==> src/rtl/bst_defs.vh <==
// constants for the bisync synchronous transmitter
`ifndef BST_DEFS_VH
`define BST_DEFS_VH

// register byte offsets on the apb bus
`define BST_OFF_CMD       8'h00
`define BST_OFF_ICR       8'h04
`define BST_OFF_RCR       8'h08
`define BST_OFF_MODE      8'h0C
`define BST_OFF_TCR       8'h10
`define BST_OFF_SYNC1     8'h14
`define BST_OFF_SYNC2     8'h18
`define BST_OFF_DATA      8'h1C
`define BST_OFF_STAT      8'h20

// command register bits (write one to act)
`define BST_CMD_RST_CRC   0
`define BST_CMD_RST_TXIP  1
`define BST_CMD_RST_EOM   2
`define BST_CMD_CHAN_RST  3
`define BST_CMD_RST_EXT   4

// interrupt control bits
`define BST_ICR_EXT_IE    0
`define BST_ICR_TX_IE     1
`define BST_ICR_WR_EN     2
`define BST_ICR_RDY_MODE  3

// receiver control: auto enables
`define BST_RCR_AUTO      5

// channel mode sync field
`define BST_MODE_SYNC_HI  5
`define BST_MODE_SYNC_LO  4
`define BST_SYNC_8        2'b00
`define BST_SYNC_16       2'b01
`define BST_SYNC_SDLC     2'b10
`define BST_SYNC_EXT      2'b11

// transmitter control bits
`define BST_TCR_CRC_EN    0
`define BST_TCR_RTS       1
`define BST_TCR_CRC16     2
`define BST_TCR_TX_EN     3
`define BST_TCR_BREAK     4
`define BST_TCR_LEN_HI    6
`define BST_TCR_LEN_LO    5
`define BST_TCR_DTR       7

// status bits
`define BST_ST_TXIP       0
`define BST_ST_EXTIP      1
`define BST_ST_TBE        2
`define BST_ST_CTS        5
`define BST_ST_EOM        6

// reset values
`define BST_RST_REG8      8'h00
`define BST_RST_EOM       1'b1

// crc polynomials without the x16 term
`define BST_POLY_CRC16    16'h8005
`define BST_POLY_SDLC     16'h1021
`define BST_CRC_INIT      16'h0000

`endif

==> src/rtl/bst_crc.v <==
// serial crc generator with selectable polynomial
`timescale 1ns/1ps
`include "bst_defs.vh"

module bst_crc (
	input  wire        pclk,
	input  wire        presetn,
	input  wire        clr,
	input  wire        step,
	input  wire        din,
	input  wire        sel16,
	output reg  [15:0] crc_reg
);

	reg  [15:0] crc_next;
	wire        fb;
	wire [15:0] poly;

	assign fb   = din ^ crc_reg[15];
	// polynomial select
	assign poly = sel16 ? `BST_POLY_CRC16 : `BST_POLY_SDLC;

	always @* begin
		crc_next = crc_reg;
		// clear to zeros
		if (clr) begin
			crc_next = `BST_CRC_INIT;
		end else if (step) begin
			crc_next = {crc_reg[14:0], 1'b0} ^ (fb ? poly : 16'h0000);
		end
	end

	always @(posedge pclk or negedge presetn) begin
		if (!presetn) begin
			crc_reg <= `BST_CRC_INIT;
		end else begin
			crc_reg <= crc_next;
		end
	end

endmodule

==> src/rtl/bst_transmitter.v <==
// bisync transmit channel with apb register access
`timescale 1ns/1ps
`include "bst_defs.vh"

// Summary of operation
// crc uses crc-16 or sdlc polynomial, picked by transmitter control bit
// reset-crc command clears the generator to all zeros
// with auto enables set, transmitter runs only while cts is active
// line marks after reset or while transmitter is not enabled
// send-break forces spacing at once
// idle enabled transmitter sends the 8 or 16 bit sync pattern
// with tx interrupt enabled, buffer full-to-empty raises tx interrupt
// tx interrupt clears on data write or reset-pending command
// wait stalls cpu writes to a full buffer; ready flags empty buffer
// empty shifter with no data enters underrun and sends filler
// latch set after reset; inserted syncs are kept out of crc
// cleared latch makes next underrun send crc, then sync, set latch
// latch going clear to set raises external/status interrupt
// sync underrun interrupt comes after first inserted sync loads
// buffer-empty reads clear during crc, then sets with tx interrupt
// data written during crc follows it instead of sync
// crc enable starts accumulation with the next data character
// crc inclusion taken from enable bit at shifter load time
// underrun sends first then second sync register for dle-syn pairs
// disabling lets the current character finish, then line marks
// mode bits 5:4 pick 8-bit, 16-bit, sdlc or external sync; code acts only on 16-bit, sdlc and external send one sync as 8-bit
// length bits 6:5: 00 five, 10 six, 01 seven, 11 eight bits
// bits change on falling edge of the x1 transmit clock
// least significant bit first, short characters right-justified
// sync mode decides whether one or two sync registers go out
module bst_transmitter (
	input  wire        pclk,
	input  wire        presetn,
	input  wire [7:0]  paddr,
	input  wire        psel,
	input  wire        penable,
	input  wire        pwrite,
	input  wire [31:0] pwdata,
	output reg  [31:0] prdata,
	output reg         pready,
	output reg         pslverr,
	input  wire        txc,
	input  wire        cts_n,
	output reg         txd,
	output reg         rts_n,
	output reg         dtr_n,
	output reg         wait_rdy_n,
	output reg         tx_irq,
	output reg         ext_irq
);

	localparam K_DATA  = 2'd0;
	localparam K_SYNC1 = 2'd1;
	localparam K_SYNC2 = 2'd2;
	localparam K_CRC   = 2'd3;

	reg  [7:0]  icr_reg;
	reg  [7:0]  rcr_reg;
	reg  [7:0]  mode_reg;
	reg  [7:0]  tcr_reg;
	reg  [7:0]  sync1_reg;
	reg  [7:0]  sync2_reg;
	reg  [7:0]  buf_reg;
	reg         buf_full_reg;
	reg         eom_reg;
	reg         txip_reg;
	reg         extip_reg;
	reg         prev_data_reg;
	reg  [15:0] sh_reg;
	reg  [4:0]  cnt_reg;
	reg  [1:0]  kind_reg;
	reg         busy_reg;
	reg         incl_reg;
	reg         txc_s1_reg;
	reg         txc_s2_reg;
	reg         txc_d_reg;
	reg         cts_s1_reg;
	reg         cts_s2_reg;

	wire [15:0] crc_val;
	wire [15:0] crc_poly;
	wire [15:0] crc_adv;
	wire        acc;
	wire        stall;
	wire        go;
	wire        wr;
	wire        cmd_wr;
	wire        data_wr;
	wire        tick;
	wire        cts_on;
	wire        tx_on;
	wire        brk;
	wire        wait_mode;
	wire        sync16;
	wire        last_bit;
	wire        crc_clr;
	wire        crc_step;
	wire        chan_rst;
	wire        tbe;

	reg  [1:0]  ld_kind;
	reg  [15:0] ld_val;
	reg  [4:0]  ld_len;
	reg         ld_incl;
	reg  [4:0]  data_len;
	reg         load;
	reg         unmapped;
	reg  [7:0]  rd_val;

	// apb access: one wait state, data write stalled while buffer full in wait mode
	assign acc       = psel & penable & ~pready;
	assign wait_mode = icr_reg[`BST_ICR_WR_EN] & ~icr_reg[`BST_ICR_RDY_MODE];
	// wait mode extends the cpu write cycle
	assign stall     = pwrite & (paddr == `BST_OFF_DATA) & wait_mode &
	                   buf_full_reg;
	assign go        = acc & ~stall;
	assign wr        = go & pwrite & ~unmapped;
	assign cmd_wr    = wr & (paddr == `BST_OFF_CMD);
	assign data_wr   = wr & (paddr == `BST_OFF_DATA);
	assign chan_rst  = cmd_wr & pwdata[`BST_CMD_CHAN_RST];

	// falling edge of the synchronised transmit clock
	assign tick   = txc_d_reg & ~txc_s2_reg;
	assign cts_on = ~cts_s2_reg;
	// auto enables gate on cts
	assign tx_on  = tcr_reg[`BST_TCR_TX_EN] &
	                (~rcr_reg[`BST_RCR_AUTO] | cts_on);
	assign brk    = tcr_reg[`BST_TCR_BREAK];
	// sync mode field decode
	// two sync registers only in 16-bit sync
	assign sync16 = ({mode_reg[`BST_MODE_SYNC_HI],
	                  mode_reg[`BST_MODE_SYNC_LO]} == `BST_SYNC_16);
	assign last_bit = busy_reg & (cnt_reg == 5'd1);
	// reset-crc command
	assign crc_clr  = (cmd_wr & pwdata[`BST_CMD_RST_CRC]) | chan_rst;
	// only characters marked for inclusion feed the crc
	assign crc_step = tick & busy_reg & incl_reg & ~brk;
	// buffer-empty reads clear while crc goes out
	assign tbe = ~buf_full_reg & ~(busy_reg & (kind_reg == K_CRC));
	// crc as it stands after the bit shifted on the load tick
	assign crc_poly = tcr_reg[`BST_TCR_CRC16] ? `BST_POLY_CRC16 :
	                  `BST_POLY_SDLC;
	assign crc_adv  = crc_step ?
	                  ({crc_val[14:0], 1'b0} ^
	                   ((sh_reg[0] ^ crc_val[15]) ? crc_poly : 16'h0000)) :
	                  crc_val;

	bst_crc u_crc (
		.pclk    (pclk),
		.presetn (presetn),
		.clr     (crc_clr),
		.step    (crc_step),
		.din     (sh_reg[0]),
		.sel16   (tcr_reg[`BST_TCR_CRC16]),
		.crc_reg (crc_val)
	);

	// character length decode
	always @* begin
		case ({tcr_reg[`BST_TCR_LEN_HI], tcr_reg[`BST_TCR_LEN_LO]})
		2'b00: data_len = 5'd5;
		2'b10: data_len = 5'd6;
		2'b01: data_len = 5'd7;
		default: data_len = 5'd8;
		endcase
	end

	// next character into the shifter
	always @* begin
		ld_kind = K_SYNC1;
		ld_val  = {8'h00, sync1_reg};
		ld_len  = 5'd8;
		ld_incl = 1'b0;
		if (busy_reg & (kind_reg == K_SYNC1) & sync16) begin
			// second sync register follows the first
			// keeps dle-syn pairs whole; data waits one character
			ld_kind = K_SYNC2;
			ld_val  = {8'h00, sync2_reg};
		end else if (buf_full_reg) begin
			// written data displaces sync after crc
			// crc inclusion sampled at load
			// right-justified, lsb out first
			ld_kind = K_DATA;
			ld_val  = {8'h00, buf_reg};
			ld_len  = data_len;
			// accumulation starts with next data
			ld_incl = tcr_reg[`BST_TCR_CRC_EN];
		end else if (~eom_reg & prev_data_reg) begin
			// end of message sends crc
			ld_kind = K_CRC;
			ld_val  = crc_adv;
			ld_len  = 5'd16;
		end
	end

	always @* begin
		// shifter empty, filler chosen above
		// disabled transmitter loads nothing more
		load = tick & tx_on & ~brk & (~busy_reg | last_bit);
	end

	// register map decode
	always @* begin
		unmapped = 1'b0;
		rd_val   = 8'h00;
		case (paddr)
		`BST_OFF_CMD:   rd_val = 8'h00;
		`BST_OFF_ICR:   rd_val = icr_reg;
		`BST_OFF_RCR:   rd_val = rcr_reg;
		`BST_OFF_MODE:  rd_val = mode_reg;
		`BST_OFF_TCR:   rd_val = tcr_reg;
		`BST_OFF_SYNC1: rd_val = sync1_reg;
		`BST_OFF_SYNC2: rd_val = sync2_reg;
		`BST_OFF_DATA:  rd_val = 8'h00;
		`BST_OFF_STAT: begin
			rd_val[`BST_ST_TXIP]  = txip_reg;
			rd_val[`BST_ST_EXTIP] = extip_reg;
			rd_val[`BST_ST_TBE]   = tbe;
			rd_val[`BST_ST_CTS]   = cts_on;
			rd_val[`BST_ST_EOM]   = eom_reg;
		end
		default: unmapped = 1'b1;
		endcase
	end

	// pin synchronisers
	always @(posedge pclk or negedge presetn) begin
		if (!presetn) begin
			txc_s1_reg <= 1'b1;
			txc_s2_reg <= 1'b1;
			txc_d_reg  <= 1'b1;
			cts_s1_reg <= 1'b1;
			cts_s2_reg <= 1'b1;
		end else begin
			txc_s1_reg <= txc;
			txc_s2_reg <= txc_s1_reg;
			txc_d_reg  <= txc_s2_reg;
			cts_s1_reg <= cts_n;
			cts_s2_reg <= cts_s1_reg;
		end
	end

	// apb answer
	always @(posedge pclk or negedge presetn) begin
		if (!presetn) begin
			pready  <= 1'b0;
			pslverr <= 1'b0;
			prdata  <= 32'h0000_0000;
		end else begin
			pready  <= go;
			pslverr <= go & unmapped;
			if (go & ~pwrite) begin
				prdata <= {24'h00_0000, rd_val};
			end
		end
	end

	// control registers
	always @(posedge pclk or negedge presetn) begin
		if (!presetn) begin
			icr_reg   <= `BST_RST_REG8;
			rcr_reg   <= `BST_RST_REG8;
			mode_reg  <= `BST_RST_REG8;
			tcr_reg   <= `BST_RST_REG8;
			sync1_reg <= `BST_RST_REG8;
			sync2_reg <= `BST_RST_REG8;
		end else if (chan_rst) begin
			icr_reg <= `BST_RST_REG8;
			tcr_reg <= `BST_RST_REG8;
		end else if (wr) begin
			case (paddr)
			`BST_OFF_ICR:   icr_reg   <= pwdata[7:0];
			`BST_OFF_RCR:   rcr_reg   <= pwdata[7:0];
			`BST_OFF_MODE:  mode_reg  <= pwdata[7:0];
			`BST_OFF_TCR:   tcr_reg   <= pwdata[7:0];
			`BST_OFF_SYNC1: sync1_reg <= pwdata[7:0];
			`BST_OFF_SYNC2: sync2_reg <= pwdata[7:0];
			default: ;
			endcase
		end
	end

	// buffer, latch and pending flags; sets are applied after clears, but break empties the buffer last
	always @(posedge pclk or negedge presetn) begin
		if (!presetn) begin
			buf_reg       <= `BST_RST_REG8;
			buf_full_reg  <= 1'b0;
			eom_reg       <= `BST_RST_EOM;
			txip_reg      <= 1'b0;
			extip_reg     <= 1'b0;
			prev_data_reg <= 1'b0;
		end else if (chan_rst) begin
			// channel reset sets the latch
			buf_full_reg  <= 1'b0;
			eom_reg       <= `BST_RST_EOM;
			txip_reg      <= 1'b0;
			extip_reg     <= 1'b0;
			prev_data_reg <= 1'b0;
		end else begin
			// clears by write or command
			if (data_wr | (cmd_wr & pwdata[`BST_CMD_RST_TXIP])) begin
				txip_reg <= 1'b0;
			end
			if (cmd_wr & pwdata[`BST_CMD_RST_EXT]) begin
				extip_reg <= 1'b0;
			end
			if (cmd_wr & pwdata[`BST_CMD_RST_EOM]) begin
				eom_reg <= 1'b0;
			end
			if (data_wr) begin
				buf_reg      <= pwdata[7:0];
				buf_full_reg <= 1'b1;
			end
			// break discards buffered data
			if (brk) begin
				buf_full_reg <= 1'b0;
			end
			if (load) begin
				case (ld_kind)
				K_DATA: begin
					buf_full_reg  <= data_wr;
					prev_data_reg <= 1'b1;
					// full-to-empty transition
					if (icr_reg[`BST_ICR_TX_IE]) begin
						txip_reg <= 1'b1;
					end
				end
				K_CRC: begin
					prev_data_reg <= 1'b0;
					// latch sets as crc starts
					eom_reg <= 1'b1;
					// clear-to-set of the latch
					if (~eom_reg) begin
						extip_reg <= 1'b1;
					end
				end
				K_SYNC1: begin
					prev_data_reg <= 1'b0;
					// first inserted sync after data
					if (prev_data_reg) begin
						extip_reg <= 1'b1;
					end
					// crc finished, new message may start
					if (busy_reg & (kind_reg == K_CRC) &
					    icr_reg[`BST_ICR_TX_IE]) begin
						txip_reg <= 1'b1;
					end
				end
				default: ;
				endcase
			end
		end
	end

	// serial shifter
	always @(posedge pclk or negedge presetn) begin
		if (!presetn) begin
			sh_reg   <= 16'h0000;
			cnt_reg  <= 5'd0;
			kind_reg <= K_SYNC1;
			busy_reg <= 1'b0;
			incl_reg <= 1'b0;
		end else if (brk | chan_rst) begin
			// shifter contents are lost on break
			busy_reg <= 1'b0;
			cnt_reg  <= 5'd0;
			incl_reg <= 1'b0;
		end else if (load) begin
			// idle enabled line keeps loading sync
			sh_reg   <= ld_val;
			cnt_reg  <= ld_len;
			kind_reg <= ld_kind;
			incl_reg <= ld_incl;
			busy_reg <= 1'b1;
		end else if (tick & busy_reg) begin
			// current character completes unless break or channel reset
			sh_reg  <= {1'b0, sh_reg[15:1]};
			cnt_reg <= cnt_reg - 5'd1;
			if (last_bit) begin
				busy_reg <= 1'b0;
				incl_reg <= 1'b0;
			end
		end
	end

	// line and modem outputs
	always @(posedge pclk or negedge presetn) begin
		if (!presetn) begin
			// marking after reset
			txd        <= 1'b1;
			rts_n      <= 1'b1;
			dtr_n      <= 1'b1;
			wait_rdy_n <= 1'b1;
			tx_irq     <= 1'b0;
			ext_irq    <= 1'b0;
		end else begin
			if (brk) begin
				// spacing at once
				txd <= 1'b0;
			end else if (tick) begin
				// lsb of the shifter goes out
				// idle ticks mark; the last bit keeps its full cell
				txd <= busy_reg ? sh_reg[0] : 1'b1;
			end
			rts_n   <= ~tcr_reg[`BST_TCR_RTS];
			dtr_n   <= ~tcr_reg[`BST_TCR_DTR];
			tx_irq  <= txip_reg;
			ext_irq <= extip_reg & icr_reg[`BST_ICR_EXT_IE];
			// wait low on full buffer, ready low on empty
			if (icr_reg[`BST_ICR_WR_EN]) begin
				wait_rdy_n <= icr_reg[`BST_ICR_RDY_MODE] ?
				              buf_full_reg : ~buf_full_reg;
			end else begin
				wait_rdy_n <= 1'b1;
			end
		end
	end

endmodule

==> config.mk <==
export PLATFORM = sky130hd
export DESIGN_NAME = bst_transmitter
export DESIGN_NICKNAME = d
export VERILOG_FILES = /design/src/rtl/bst_crc.v /design/src/rtl/bst_transmitter.v
export VERILOG_INCLUDE_DIRS = /design/src /design/src/rtl
export SDC_FILE = /design/constraint.sdc
export NUM_CORES = 1
export LEC_CHECK = 0
export BUFFER_PORTS_ARGS = -buffer_cell sky130_fd_sc_hd__buf_2
export CAP_MARGIN = 20
export CORE_UTILIZATION = 54
export CTS_BUF_LIST = sky130_fd_sc_hd__clkbuf_4 sky130_fd_sc_hd__clkbuf_8
export CTS_CLUSTER_DIAMETER = 60
export DETAILED_ROUTE_END_ITERATION = 7
export GPL_ROUTABILITY_DRIVEN = 0
export PLACE_DENSITY_LB_ADDON = 0.08
export SETUP_SLACK_MARGIN = 0.5
export SLEW_MARGIN = 5
export SYNTH_ARGS = -nofsm -noshare
export SYNTH_HDL_FRONTEND = slang
export SYNTH_SLANG_ARGS = --single-unit
==> constraint.sdc <==
create_clock -name pclk -period 2.51 [get_ports pclk]
set_clock_uncertainty 0.1 [all_clocks]
set_input_delay 0.1255 -clock pclk [delete_from_list [all_inputs] [get_ports pclk]]
set_output_delay 0.1255 -clock pclk [all_outputs]
set_load 0.005 [all_outputs]
==> results.md <==
* Status: complete, no violations
* Yosys Warn Count at 0
* Die height at 110.3 um
* Static Leakage at 3.510 nW
* Worst path cell trace: inv_2, ha_1, or4b_4, a221o_2, a211o_4, mux2_2, o31ai_1
* Dpl ws at 37.12 ps
* Sequential Power Share at 0.456
* Worst-Margin Slew at 561.4 ps
* DP Wirelength at 11.44 mm
* Layout overhead on the synthesized area at 19.87%
* Final WS setup at 71.52 ps
* Period minus WS final at 2438 ps
* PortBufs at 38
* First-pass iteration count of the detailed router at 5
* Post-synth top area share at 0.4423
* Root Buffer: clkbuf_8
* Endpoint class of the critical path: flip-flop
* PD cells at 719.4 nW/um^2
* Clock power frac at 0.351
* Syn Inst Count at 621
* Register area share after synthesis at 0.4880
* Setup-failing EPs final at 0
* Seq cells post-synth at 123
* Total power at 5.464 mW
* Remaining global-route overflow at 0
* Routed via count at 5173
* Share of post-route cells with drive strength above 1 at 0.2817
* ANT nets after route at 0
* Top cells by area, synth: dfrtp_1 44%, mux2_2 6.9%, mux2i_1 5.8%
* CORE AREA at 11420 um^2
* Reg area at 3092 um^2
* Nets at 756
* Io pins at 87
* CTS buffer count at 17
* Max cap viols at 0
* Initial Util at 0.5549
* Yosys top cell by area: dfrtp_1
* Clock Latency Late Sink at 450 ps
* Total Wirelength at 17.21 mm
* Largest net degree at the start of global routing at 45
* Worst VDD drop at 0.5670 mV
* Routed len/inst at 20.01 um
* Overall routing resource usage at 0.3023
* CP Launch Type: flip-flop
* Vias in the first global route at 4911
* Hold_ws at 30.70 ps
* Setup TNS at 0 ps
* Final worst-path cycle share at 0.9715
* Via density at 6.015
* RSZ-0062 raised after global routing: true
* F_max at 410.1 MHz
* First-pass GRT wire length at 26.50 mm
* Logic pwr share at 0.193
* Most frequent cell after synthesis: dfrtp_1
* Die area at 12170 um^2
* Internal Power at 3.889 mW
* Sw Ratio at 0.2881
* Final hold vios at 0
* DR DRC count at 0
* Initial antenna violation count at 0
* Row count at 39
* Netlist cell types at 66
* Hold WC Path Type: in -> reg
* Req. time, crit path at 2760 ps
* Mapped Area at 6336 um^2
* Die width at 110.3 um
* Relative slew margins at 0.6258
* Crit path kind: reg -> reg
* Antenna cells at 0
* Number of synthesized flops with an enable pin at 0
* Commonest cells in the netlist: 112 x dfrtp_1, 73 x nand2_1, 46 x nor2_1
* Crit path DAT at 2690 ps
* Sink Count at 123
* Fill cells at 907
* Multi-input gate area at 3107 um^2
* Clock H-tree levels at 4
* CP Max Fanout at 8
* First DRT Iteration DRCs at 427
* CP max stage delay at 450 ps
* Final design utilization at 0.6651
* Bufs on Longest Clock Path at 2
* Critical-path top delay cell: or4b_4
* Pins Over Slew Limit at 0
* Ys flop type: dfrtp_1
* Clock transition at path regs at 70 ps
* Asr flop ratio synth at 1.000
* Synth Area per Inst at 10.20 um^2
* Sw Pwr at 1.574 mW
* TritonCTS clock tree: yes
==> path summary, 6_finish.rpt <==
path                             from               end  slack (ps)  cells past startpoint
max                        cnt_reg[1]         sh_reg[3]          70                      7
min                          paddr[1]         prdata[6]          30                      4
max reg2reg                cnt_reg[1]         sh_reg[3]          70                      7
min reg2reg                cts_s1_reg        cts_s2_reg         260                      0
max in group asynchronous     presetn        wait_rdy_n        1490                      3
min in group asynchronous     presetn  u_crc.crc_reg[3]         110                      2
==> through the flow <==
step | instances | cell area, um^2
global placement | 800 | 6764
global route | 860 | 7595
CTS | 857 | 7478
finish | 860 | 7595
floorplan | 644 | 6452
detailed placement | 800 | 6764
==> cell families after synthesis <==
kind of cell,share of synthesized area
adder cells (fa/ha/maj),0.009874
AO/OA/AOI/OAI,0.1363
XOR/XNOR,0.008294
flip-flops,0.4880
AND/OR/NAND/NOR,0.1665
multiplexers,0.1278
other,0.0005918
buffers and inverters,0.06279
==> routing by layer <==
layer / part of all wire / vias up / global-route usage
li1: - / 2345 / -
met1: 0.44 / 2609 / 0.4276
met2: 0.47 / 183 / 0.4587
met3: 0.064 / 36 / 0.06526
met4: 0.023 / 0 / 0.1081
met5: 0 / - / 0
==> worst max-delay path, delay by kind of cell (launching register included) <==
kind | cells | cell delay [ps]
AO/OA/AOI/OAI | 3 | 920
adder cells (fa/ha/maj) | 1 | 120
buffers and inverters | 1 | 60
flip-flops | 1 | 390
multiplexers | 1 | 290
AND/OR/NAND/NOR | 1 | 450
==> timing repair <==
item | in CTS | in global routing
endpoints found under the hold margin | 90 | 0
buffers inserted | 7 | 2
pin swaps | 15 | 7
hold buffers | 15 | 0
gates cloned | 3 | 1
resized for setup | 18 | 24
endpoints found under the setup margin | 35 | 41
==> power by group through the flow <==
stage	clock [mW]	combinational (mW)	sequential (mW)
after floorplan	0	0.743	2.43
after global placement	0	0.903	2.50
after detailed placement	0	0.945	2.51
after CTS	1.94	1.03	2.48
after global routing	2.02	1.18	2.52
final	1.92	1.05	2.49
==> layout by cell type, fill, tap and decap left out, types with 7 or more instances in the layout <==
cell type / synthesis / routed
dfrtp_1: 112 / 112
nand2_1: 73 / 66
nor2_1: 46 / 44
mux2_2: 39 / 39
mux2i_1: 37 / 37
buf_2: 3 / 37
buf_4: 25 / 37
o21ai_0: 35 / 29
conb_1: 1 / 24
a21oi_1: 23 / 21
clkbuf_8: 0 / 18
nor2b_1: 16 / 16
dlygate4sd3_1: 0 / 15
inv_1: 14 / 13
dfstp_2: 11 / 11
o31ai_1: 10 / 10
nand3_1: 10 / 9
and2_1: 8 / 8
nor3_1: 10 / 8
a2bb2oi_1: 7 / 7
o211ai_1: 7 / 7
==> final cells by class <==
class / instances / area share
clock buffer: 19 / 0.03361
tap: 143 / 0.02356
multi-input combinational: 450 / 0.4091
inverter: 14 / 0.006919
timing repair buffer: 98 / 0.09687
sequential: 123 / 0.4071
clock inverter: 13 / 0.02290
No activity file was read; power rests on OpenSTA's default activity.
